--- src/design/cts_pkg.sv ---
package cts_pkg;

    localparam int CLK_MHZ = 100;
    localparam int CLK_PERIOD_NS = 10;
    localparam int ADDR_W = 8;

    // printed management indices; byte address is four times the index
    localparam int IDX_STATUS = 8'h1B;
    localparam int IDX_TUNING = 8'h1C;
    localparam logic [ADDR_W-1:0] ADDR_STATUS = ADDR_W'(4 * IDX_STATUS);
    localparam logic [ADDR_W-1:0] ADDR_TUNING = ADDR_W'(4 * IDX_TUNING);

    localparam int TUN_EDGE_RATE = 4;
    localparam int TUN_FSENSE_DIS = 3;
    localparam int TUN_FEF_DIS = 2;
    localparam int TUN_BACKUP_DIS = 1;
    localparam logic [15:0] TUNING_RESET = 16'h0000;

    localparam int ST_SEED_LOST = 10;
    localparam int ST_LINK_UP = 9;
    localparam int ST_COPPER_PKT = 5;
    localparam int ST_FIBER_PKT = 1;

    // vco frequency check: vco arrives divided, counted over a window
    localparam int FREQ_LOW_MHZ = 122;
    localparam int FREQ_HIGH_MHZ = 128;
    localparam int VCO_DIV = 16;
    localparam int FREQ_WIN_CYC = 1600;
    localparam int FREQ_LOW_CNT = FREQ_LOW_MHZ * FREQ_WIN_CYC
                                  / (CLK_MHZ * VCO_DIV);
    localparam int FREQ_HIGH_CNT = FREQ_HIGH_MHZ * FREQ_WIN_CYC
                                   / (CLK_MHZ * VCO_DIV);
    localparam int WIN_W = 11;
    localparam int EDGE_W = 9;

    // least seed silence, rounded up to whole cycles
    localparam int SEED_TIMEOUT_NS = 1300000;
    localparam int SEED_TIMEOUT_CYC = (SEED_TIMEOUT_NS + CLK_PERIOD_NS - 1)
                                      / CLK_PERIOD_NS;
    localparam int SEED_CNT_W = 24;

    typedef struct packed {
        logic fiber_pll_on_local_osc;
        logic fiber_freq_out_of_range;
        logic far_fault_seen;
        logic copper_pll_on_local_osc;
        logic copper_freq_out_of_range;
        logic descrambler_seed_lost;
        logic copper_link_up;
        logic autoneg_done;
        logic copper_fast_signal_seen;
        logic copper_slow_signal_seen;
        logic copper_packet_seen;
        logic copper_burst_seen;
        logic fiber_fast_signal_seen;
        logic fiber_slow_signal_seen;
        logic fiber_packet_seen;
        logic fiber_negotiation_burst_seen;
    } cts_status_t;

    // raw line indications; index 0 is fiber, 1 is copper
    typedef struct packed {
        logic [1:0] pll_on_local_osc;
        logic [1:0] filter_reset;
        logic [1:0] vco_div;
        logic far_fault_pattern;
        logic descrambler_enabled;
        logic seed_update;
        logic copper_link_live;
        logic autoneg_live;
        logic transparent_mode;
        logic copper_fast;
        logic copper_slow;
        logic copper_packet_active;
        logic copper_flp_burst;
        logic copper_fiber_negotiation_burst_seen_burst;
        logic copper_pecl_mode;
        logic fiber_fast;
        logic fiber_slow;
        logic fiber_packet_active;
        logic fiber_fiber_negotiation_burst_seen_burst;
        logic backup_link_strap;
    } cts_pins_t;

    typedef struct packed {
        logic tp_edge_rate_select;
        logic freq_sense_disable;
        logic far_fault_gen_enable;
        logic far_fault_detect_enable;
        logic backup_link_enable;
    } cts_ctrl_t;

    typedef struct packed {
        cts_pins_t s1;
        cts_pins_t s2;
        cts_pins_t s3;
        logic [15:0] tuning;
        logic [15:0] rdata;
        logic [SEED_CNT_W-1:0] seed_cnt;
        logic [WIN_W-1:0] win_cnt;
        logic [1:0][EDGE_W-1:0] edge_cnt;
        logic [1:0] bad;
        logic seed_lat;
        logic link_lat;
        logic cpkt_lat;
        logic fpkt_lat;
    } cts_state_t;

endpackage : cts_pkg

--- src/design/cts_regs.sv ---
// The APB interface to the registers was left to the implementer.
`timescale 1ns/1ps
module cts_regs #(
    parameter int unsigned SEED_TIMEOUT_CYC = cts_pkg::SEED_TIMEOUT_CYC
) (
    input wire logic pclk,
    input wire logic presetn,
    input wire logic psel,
    input wire logic penable,
    input wire logic pwrite,
    input wire logic [cts_pkg::ADDR_W-1:0] paddr,
    input wire logic [31:0] pwdata,
    output logic [31:0] prdata,
    output logic pready,
    output logic pslverr,
    input wire cts_pkg::cts_pins_t pins,
    output cts_pkg::cts_ctrl_t ctrl,
    output cts_pkg::cts_status_t status
);

    localparam logic [cts_pkg::SEED_CNT_W-1:0] SEED_LIMIT =
        cts_pkg::SEED_CNT_W'(SEED_TIMEOUT_CYC);
    localparam logic [cts_pkg::EDGE_W-1:0] LOW_CNT =
        cts_pkg::EDGE_W'(cts_pkg::FREQ_LOW_CNT);
    localparam logic [cts_pkg::EDGE_W-1:0] HIGH_CNT =
        cts_pkg::EDGE_W'(cts_pkg::FREQ_HIGH_CNT);
    localparam logic [cts_pkg::WIN_W-1:0] WIN_LAST =
        cts_pkg::WIN_W'(cts_pkg::FREQ_WIN_CYC - 1);

    cts_pkg::cts_state_t q_r;
    cts_pkg::cts_state_t q_nxt;

    logic hit_status;
    logic hit_tuning;
    logic setup;
    logic access;
    logic rd_done;
    logic wr_done;
    logic fsd;
    logic transp;
    logic c_active;
    logic f_active;
    logic c_pkt_ev;
    logic f_pkt_ev;
    logic seed_ev;
    logic seed_live;
    logic win_end;

    // address decode
    always_comb begin
        hit_status = 1'b0;
        hit_tuning = 1'b0;
        if (paddr == cts_pkg::ADDR_STATUS) begin
            hit_status = 1'b1;
        end else if (paddr == cts_pkg::ADDR_TUNING) begin
            hit_tuning = 1'b1;
        end
    end

    assign setup = psel & ~penable;
    assign access = psel & penable;
    assign rd_done = access & ~pwrite & hit_status;
    assign wr_done = access & pwrite & hit_tuning;
    assign pready = 1'b1;
    assign pslverr = access & ~hit_status & ~hit_tuning;
    assign prdata = {16'h0000, q_r.rdata};

    assign fsd = q_r.tuning[cts_pkg::TUN_FSENSE_DIS];
    assign transp = q_r.s2.transparent_mode;
    assign c_active = q_r.s2.copper_fast | q_r.s2.copper_slow;
    assign f_active = q_r.s2.fiber_fast | q_r.s2.fiber_slow;
    assign c_pkt_ev = q_r.s2.copper_packet_active
                      & ~q_r.s3.copper_packet_active;
    assign f_pkt_ev = q_r.s2.fiber_packet_active
                      & ~q_r.s3.fiber_packet_active;
    assign seed_ev = q_r.s2.seed_update & ~q_r.s3.seed_update;
    assign seed_live = q_r.seed_cnt >= SEED_LIMIT;
    assign win_end = q_r.win_cnt == WIN_LAST;

    assign ctrl.tp_edge_rate_select =
        q_r.tuning[cts_pkg::TUN_EDGE_RATE];
    assign ctrl.freq_sense_disable = fsd;
    assign ctrl.far_fault_gen_enable =
        ~q_r.tuning[cts_pkg::TUN_FEF_DIS];
    assign ctrl.far_fault_detect_enable =
        ~q_r.tuning[cts_pkg::TUN_FEF_DIS];
    assign ctrl.backup_link_enable = q_r.s2.backup_link_strap
        & ~q_r.tuning[cts_pkg::TUN_BACKUP_DIS];

    // live view of the status word
    always_comb begin
        status.fiber_pll_on_local_osc = q_r.s2.pll_on_local_osc[0];
        status.fiber_freq_out_of_range = q_r.bad[0];
        status.far_fault_seen = q_r.s2.far_fault_pattern
            & ~q_r.tuning[cts_pkg::TUN_FEF_DIS];
        status.copper_pll_on_local_osc = q_r.s2.pll_on_local_osc[1];
        status.copper_freq_out_of_range = q_r.bad[1];
        status.descrambler_seed_lost = q_r.seed_lat;
        status.copper_link_up = q_r.link_lat & ~transp;
        status.autoneg_done = q_r.s2.autoneg_live & ~transp;
        status.copper_fast_signal_seen = q_r.s2.copper_fast;
        status.copper_slow_signal_seen = q_r.s2.copper_slow;
        status.copper_packet_seen = q_r.cpkt_lat & c_active;
        status.copper_burst_seen = q_r.s2.copper_flp_burst
            | (q_r.s2.copper_pecl_mode & q_r.s2.copper_fiber_negotiation_burst_seen_burst);
        status.fiber_fast_signal_seen = q_r.s2.fiber_fast;
        status.fiber_slow_signal_seen = q_r.s2.fiber_slow;
        status.fiber_packet_seen = q_r.fpkt_lat & f_active;
        status.fiber_negotiation_burst_seen =
            q_r.s2.fiber_fiber_negotiation_burst_seen_burst;
    end

    always_comb begin
        q_nxt = q_r;
        // all line inputs are asynchronous: two stages, third for edges
        q_nxt.s1 = pins;
        q_nxt.s2 = q_r.s1;
        q_nxt.s3 = q_r.s2;

        if (wr_done) begin
            q_nxt.tuning = pwdata[15:0];
        end

        // data is captured in setup so prdata comes from a flop
        if (setup) begin
            if (hit_status) begin
                q_nxt.rdata = status;
            end else if (hit_tuning) begin
                q_nxt.rdata = q_r.tuning;
            end else begin
                q_nxt.rdata = 16'h0000;
            end
        end

        // seed watchdog
        if (!q_r.s2.descrambler_enabled || seed_ev) begin
            q_nxt.seed_cnt = '0;
        end else if (!seed_live) begin
            q_nxt.seed_cnt = q_r.seed_cnt + 1'b1;
        end

        // only bits actually returned are released; an event landing
        // between capture and completion survives the read
        if (rd_done && q_r.rdata[cts_pkg::ST_SEED_LOST]) begin
            q_nxt.seed_lat = seed_live;
        end else begin
            q_nxt.seed_lat = q_r.seed_lat | seed_live;
        end

        if (rd_done && !q_r.rdata[cts_pkg::ST_LINK_UP]) begin
            q_nxt.link_lat = q_r.s2.copper_link_live;
        end else begin
            q_nxt.link_lat = q_r.link_lat
                             & q_r.s2.copper_link_live;
        end

        if (!c_active) begin
            q_nxt.cpkt_lat = 1'b0;
        end else if (rd_done && q_r.rdata[cts_pkg::ST_COPPER_PKT]) begin
            q_nxt.cpkt_lat = c_pkt_ev;
        end else begin
            q_nxt.cpkt_lat = q_r.cpkt_lat | c_pkt_ev;
        end

        if (!f_active) begin
            q_nxt.fpkt_lat = 1'b0;
        end else if (rd_done && q_r.rdata[cts_pkg::ST_FIBER_PKT]) begin
            q_nxt.fpkt_lat = f_pkt_ev;
        end else begin
            q_nxt.fpkt_lat = q_r.fpkt_lat | f_pkt_ev;
        end

        // frequency window shared by both plls
        q_nxt.win_cnt = win_end ? '0 : q_r.win_cnt + 1'b1;
        for (int ch = 0; ch < 2; ch++) begin
            if (fsd || q_r.s2.filter_reset[ch]) begin
                q_nxt.edge_cnt[ch] = '0;
                q_nxt.bad[ch] = 1'b0;
            end else if (win_end) begin
                q_nxt.edge_cnt[ch] = '0;
                q_nxt.bad[ch] = (q_r.edge_cnt[ch] < LOW_CNT)
                    || (q_r.edge_cnt[ch] > HIGH_CNT);
            end else if (q_r.s2.vco_div[ch] && !q_r.s3.vco_div[ch]
                         && !(&q_r.edge_cnt[ch])) begin
                q_nxt.edge_cnt[ch] = q_r.edge_cnt[ch] + 1'b1;
            end
        end
    end

    always_ff @(posedge pclk or negedge presetn) begin
        if (!presetn) begin
            q_r <= '0;
            q_r.tuning <= cts_pkg::TUNING_RESET;
        end else begin
            q_r <= q_nxt;
        end
    end
endmodule : cts_regs

--- config.mk ---
export PLATFORM = sky130hd
export DESIGN_NAME = cts_regs
export DESIGN_NICKNAME = d
export VERILOG_FILES = /design/src/design/cts_pkg.sv /design/src/design/cts_regs.sv
export SDC_FILE = /design/constraint.sdc
export NUM_CORES = 1
export LEC_CHECK = 0
export ABC_CLOCK_PERIOD_IN_PS = 2100
export BUFFER_PORTS_ARGS = -buffer_cell sky130_fd_sc_hd__clkbuf_2
export CAP_MARGIN = 0
export CELL_PAD_IN_SITES_DETAIL_PLACEMENT = 1
export CELL_PAD_IN_SITES_GLOBAL_PLACEMENT = 2
export CORE_AREA = 2 2 142 144
export DETAILED_ROUTE_END_ITERATION = 7
export DIE_AREA = 0 0 144 146
export GPL_ROUTABILITY_DRIVEN = 1
export PLACE_DENSITY = 0.73
export SETUP_SLACK_MARGIN = 0.05
export SLEW_MARGIN = 10
export SYNTH_ARGS = -nofsm -noshare
export SYNTH_HDL_FRONTEND = slang
export SYNTH_SLANG_ARGS = --single-unit
--- constraint.sdc ---
create_clock -name pclk -period 2.1 [get_ports pclk]
set_clock_uncertainty 0.2 [all_clocks]
set_input_delay 0.21 -clock pclk [delete_from_list [all_inputs] [get_ports pclk]]
set_output_delay 0.21 -clock pclk [all_outputs]
set_load 0.02 [all_outputs]
* After elaboration in Yosys (flattened, before gate mapping)
Cells that the tools add are included.
** Storage, ports and cells
- Logic and storage cells :: 153
- Output and inout bits :: 55
- Bits in registers :: 142
** Operators by class
- Add/sub/neg operators :: 4
- Equality and inequality tests :: 4
- Order comparisons :: 5
- Multiplexer cells :: 24
- Reductions and logical operators :: 25
- Bitwise logic cells :: 35
** Operators with widths (count)
- $mux W9 :: 6
- $mux W24 :: 2
- $mux W16 :: 2
- $add A24 B1 Y24 const B :: 1
- $ge A24 B17 Y1 const B :: 1
- $and A1 B1 Y1 :: 19
- $add A9 B1 Y9 const B :: 2
- $gt A9 B8 Y1 const B :: 2
- $lt A9 B7 Y1 const B :: 2
- $reduce_and A9 Y1 :: 2
- $eq A8 B7 Y1 const B :: 2
- $mux W1 :: 13
- $add A11 B1 Y11 const B :: 1
- $eq A11 B11 Y1 const B :: 1
- $mux W11 :: 1
- $not A1 Y1 :: 10
- $logic_and A1 B1 Y1 :: 8
- $logic_not A1 Y1 :: 6
- $or A1 B1 Y1 :: 6
- $reduce_bool A3 Y1 :: 2
- $logic_or A1 B1 Y1 :: 5
- $reduce_bool A2 Y1 :: 2
- $ne A2 B1 Y1 const B :: 1

* Logic depth before layout (Yosys ltp)
- Depth in word-level cells :: 6
- Depth in mapped cells :: 8
- Depth with buffers taken out :: 8

* Worst setup path after synthesis
OpenSTA, ideal clock, no wires.
- Path kind :: reg2reg
- Start point :: register q_r[15] (netlist name)
- End point :: register q_r[21] (netlist name)
- Arrival time :: 1.906 ns
- Required time :: 1.822 ns
- Path buffers :: 0
- Period minus slack after synthesis :: 2.184 ns
- Cell stages (with the launch flop) :: 9
- Slack :: -0.084 ns
- Cell sequence :: dfrtp_1 ha_1 nand3_1 nor2_1 ha_1 nor3b_2 nand2b_1 or3_1 a21oi_1
** Between the ends
- Word-level cells in the longest chain between the ends :: 4
- Elaborated cells on any way between the ends :: 8
- Classes of those cells :: add/sub: 1; mux: 3; reduce/logical: 4
** RTL lines
- start, declared :: line cts_regs.sv:30 : cts_pkg::cts_state_t q_r;
- start signal, assigned :: line cts_regs.sv:195 : q_r <= q_nxt;
- $add A9 B1 Y9 or $reduce_and A9 Y1 (tied branches) :: line cts_regs.sv:185, cts_regs.sv:184
- $mux W9 or $logic_not A1 Y1 (tied branches) :: line cts_regs.sv:183, cts_regs.sv:184
- $mux W9 or $logic_and A1 B1 Y1 (tied branches) :: line cts_regs.sv:179, cts_regs.sv:184
- $mux W9 or $reduce_bool A3 Y1 (tied branches)
Several ways; a longest one is shown, not always the timed one. The select of a mux whose other input is x is not followed.
A chain may end at the register's enable or synchronous reset.

* Worst setup path after layout
- Start point :: register q_r[58] (netlist name)
- End point :: register q_r[49] (netlist name)
** Between the ends
- Word-level cells in the longest chain between the ends :: 2
** RTL lines
- $ge A24 B17 Y1 :: line cts_regs.sv:77 : assign seed_live = q_r.seed_cnt >= SEED_LIMIT;
- $ne A2 B1 Y1 (no source line)
Every way passes these cells.

==> flow_summary_export.csv <==
group,metric,value,unit
global_routing,antenna_found_initial,0,
floorplan,dieArea,21000,µm²
synth,synthCells,524,
synth,yosysTopAreaCellShare,57.9,%
timing,finalSetupTns,0,ns
finish,diodes,0,
setup_path,crit_fanout,9,
clock_tree,clock_tree.root_cell,"clkbuf_16",
pwr,pwr-share-seq,45.4,%
detailed_routing,first_pass_iters,4,
finish,drive_gt1_share,29.6,%
global_routing,overflow,0,
finish,area_growth,30.6,%
pwr,finalPower,6260,µW
floorplan,floorplan.rows,51,
clock_tree,cts.sinks,142,
timing,tightest_slew,0.582,ns
outcome,outcome,"complete, no violations",
timing,fin_crit_sh,96.5,%
floorplan,initial_core_util,31.7,%
floorplan,die_y,146,µm
setup_path,startpoint,"q_r[58]",
pwr,ir_worst_vdd,0.581,mV
pwr,p_int,4830,µW
global_routing,track_usage,14.4,%
synth,yosysWarnings,0,
synth,ys_seq_area_share,57.9,%
detailed_routing,vias_per_cell,4.63,
synth,yosysTopAreaCell,"dfrtp_1",
clock_tree,clkTransAtPathRegs,0.06,ns
finish,fin_nets,740,
synth,syn_area_per_cell,11.7,µm²
clock_tree,cts_buffer_depth,2,
clock_tree,cts_tree,"yes",
timing,maxSlewHeadroom,61.0,%
detailed_routing,first_iter_violations,159,
setup_path,path_class,"flop to flop",
floorplan,core-area,19300,µm²
setup_path,r2r-start,"q_r[58]",
floorplan,die_w,144,µm
finish,finalInstanceArea,8010,µm²
setup_path,crit_arrival,2.17,ns
timing,finalSetupViolCount,0,
synth,ys_top_cells_by_area,"dfrtp_1 58%, buf_4 5.8%, mux2_4 2.4%, nor2_1 2.3%, nand2_1 2.2%",
timing,final_max_slew_viol_count,0,
detailed_routing,wl,14400,µm
global_routing,grt_max_degree,54,
global_routing,grt_pass1_wl,23700,µm
synth,ys_ff_latch,142,
synth,synthFlopType,"dfrtp_1",
pwr,p_sw,1430,µW
finish,n_fill_cell,2116,
floorplan,ios,123,
detailed_routing,drcViolationCount,0,
placement,gp_congestion,0.737,
synth,async_flop_share,100,%
setup_path,setup.worst_path.start_class,"flop",
setup_path,worstReg2RegEnd,"q_r[49]",
global_routing,grt_pass1_vias,4703,
setup_path,cp-endpoint,"q_r[49]",
pwr,swShare,22.9,%
detailed_routing,route.vias.total,4362,
detailed_routing,detail-route-antenna-nets,0,
timing,hold_viol_final,0,
finish,seq_area,3550,µm²
timing,rsz0062_at_grt,"true",
timing,min_period,2.03,ns
setup_path,ff2ff_path_depth,5,
synth,synth_enable_flop_cells,0,
worst_hold_path,hp-class,"input pin to flop",
synth,syn_area,6130,µm²
clock_tree,clock_latency,0.42,ns
finish,final_util,41.4,%
finish,multi_input_area,2280,µm²
setup_path,crit_required,2.25,ns
flow_run,cap_violations,0,
placement,portBuffers,89,
timing,max_freq,493,MHz
placement,dp.final_hpwl,9700,µm
pwr,power_leakage,0.00364,µW
placement,place_area,6810,µm²
clock_tree,cts_max_level,4,
pwr,power_frac_clock,48.2,%
clock_tree,numCtsBuffers,17,
synth,synthDistinctLibCells,50,
detailed_routing,wl_per_cell,15.3,µm
setup_path,reg2reg_setup_slack,0.07,ns
setup_path,worstSetupEndpointType,"flop",
pwr,combPwrFrac,6.3,%
pwr,p_per_area,782,nW/µm²
stage by stage:
| stage | setup slack, ns | hold slack [ns] | std cells |
|---|---|---|---|
| CTS | 0.0554 | 0.0707 | 930 |
| detailed placement | -0.00222 | 0.0160 | 856 |
| floorplan | 0.0585 | -0.286 | 539 |
| global route | 0.00169 | 0.118 | 943 |
| global placement | 0.0702 | 0.00334 | 856 |
| finish | 0.0726 | 0.0774 | 943 |
layout by cell type (no fill, tap or decap), types with 14 or more instances in the layout:
cell,instances
dfrtp_1,141
clkbuf_2,88
dlygate4sd3_1,40
nand2_1,36
nor2_1,35
buf_4,29
o21ai_0,22
a21oi_1,18
conb_1,17
clkbuf_16,17
nand4_1,15
a22oi_1,15
xor2_1,14
per-layer routing:
layer / share of wire (%) / vias to the layer above / global-route usage, %
met2: 50 / 85 / 24.0
li1: - / 2054 / -
met1: 45 / 2205 / 18.3
met4: 1.4 / 0 / 4.75
met5: 0 / - / 0
met3: 3.7 / 18 / 3.26
power by group through the flow:
stage / logic, µW / clock network, µW / registers [µW]
after CTS: 387 / 3110 / 2850
after global placement: 315 / 0 / 2890
after floorplan: 183 / 0 / 2880
after detailed placement: 325 / 0 / 2900
final: 395 / 3020 / 2850
after global routing: 441 / 3240 / 2850
how the worst min path moves through the flow:
stage / start / end / slack (ns) / depth (start not counted)
global placement: presetn / q_nxt[115] / 0.003 / 1
CTS: pwrite / q_r[1] / 0.07 / 4
finish: pwrite / q_r[1] / 0.08 / 4
detailed placement: presetn / q_nxt[115] / 0.02 / 1
floorplan: presetn / ctrl[3] / -0.29 / 0
global route: pwrite / q_r[0] / 0.12 / 4
cells in the mapped netlist, types with 2 or more instances:
master and instances:
or4bb_1 2, nor2b_1 8, nand2_1 36, dfrtp_1 142, o21a_1 2, buf_2 3
mux2i_1 10, a31oi_1 2, nor3b_2 2, inv_1 9, a21o_1 4, nor3b_1 2
and2_1 12, mux2_2 6, a211oi_1 4, mux2_4 10, a21oi_1 19, clkbuf_1 9
ha_1 7, xor2_1 14, nand2b_1 10, nand4_1 15, or3_1 7, a22oi_1 15
or4_1 5, o211ai_1 6, buf_4 47, nand3_1 14, o31ai_1 6, nor4_1 3
nor4_4 2, conb_1 2, nor2_1 37, xnor2_1 7, and4_1 2, o21ai_0 22
and3_1 8
final cells by class:
type                            count  area share (%)
Inverter                            9           0.422
Sequential cell                   142            44.4
Clock buffer                       20            5.83
Multi-Input combinational cell    328            28.5
Tap cell                          265            4.14
Clock inverter                     12            1.66
Timing Repair Buffer              167            15.1
flip-flops by register name (all words and copies together) (netlist names):
name,count
q_r,75
ctrl,2
transp,1
prdata,16
q_nxt,38
status,10
what timing repair did:
item,in CTS,in global routing
endpoints found under the hold margin,150,0
gates resized for setup,1,18
setup buffers,2,12
pin swaps,1,12
setup endpoints to repair,6,19
hold buffers,40,0
gates cloned,0,1
worst max-delay path, cell delays in order, from the launching register on:
cell	delay, ns
dfrtp_1	0.41
nor4_4	0.37
nand4_1	0.17
buf_6	0.18
or4_1	0.47
a21oi_1	0.16
kinds of logic (layout without fill, tap and decap cells):
| family | Yosys count | count (layout) | synth area share, % |
|---|---|---|---|
| AND/OR/NAND/NOR | 173 | 173 | 16.3 |
| AO/OA/AOI/OAI | 84 | 84 | 8.75 |
| multiplexers | 26 | 26 | 5.18 |
| adder cells (fa/ha/maj) | 7 | 7 | 1.43 |
| flip-flops | 142 | 142 | 57.9 |
| other | 2 | 17 | 0.122 |
| XOR/XNOR | 21 | 21 | 3.00 |
| buffers and inverters | 69 | 208 | 7.28 |
Power figures use the tool's default switching activity.
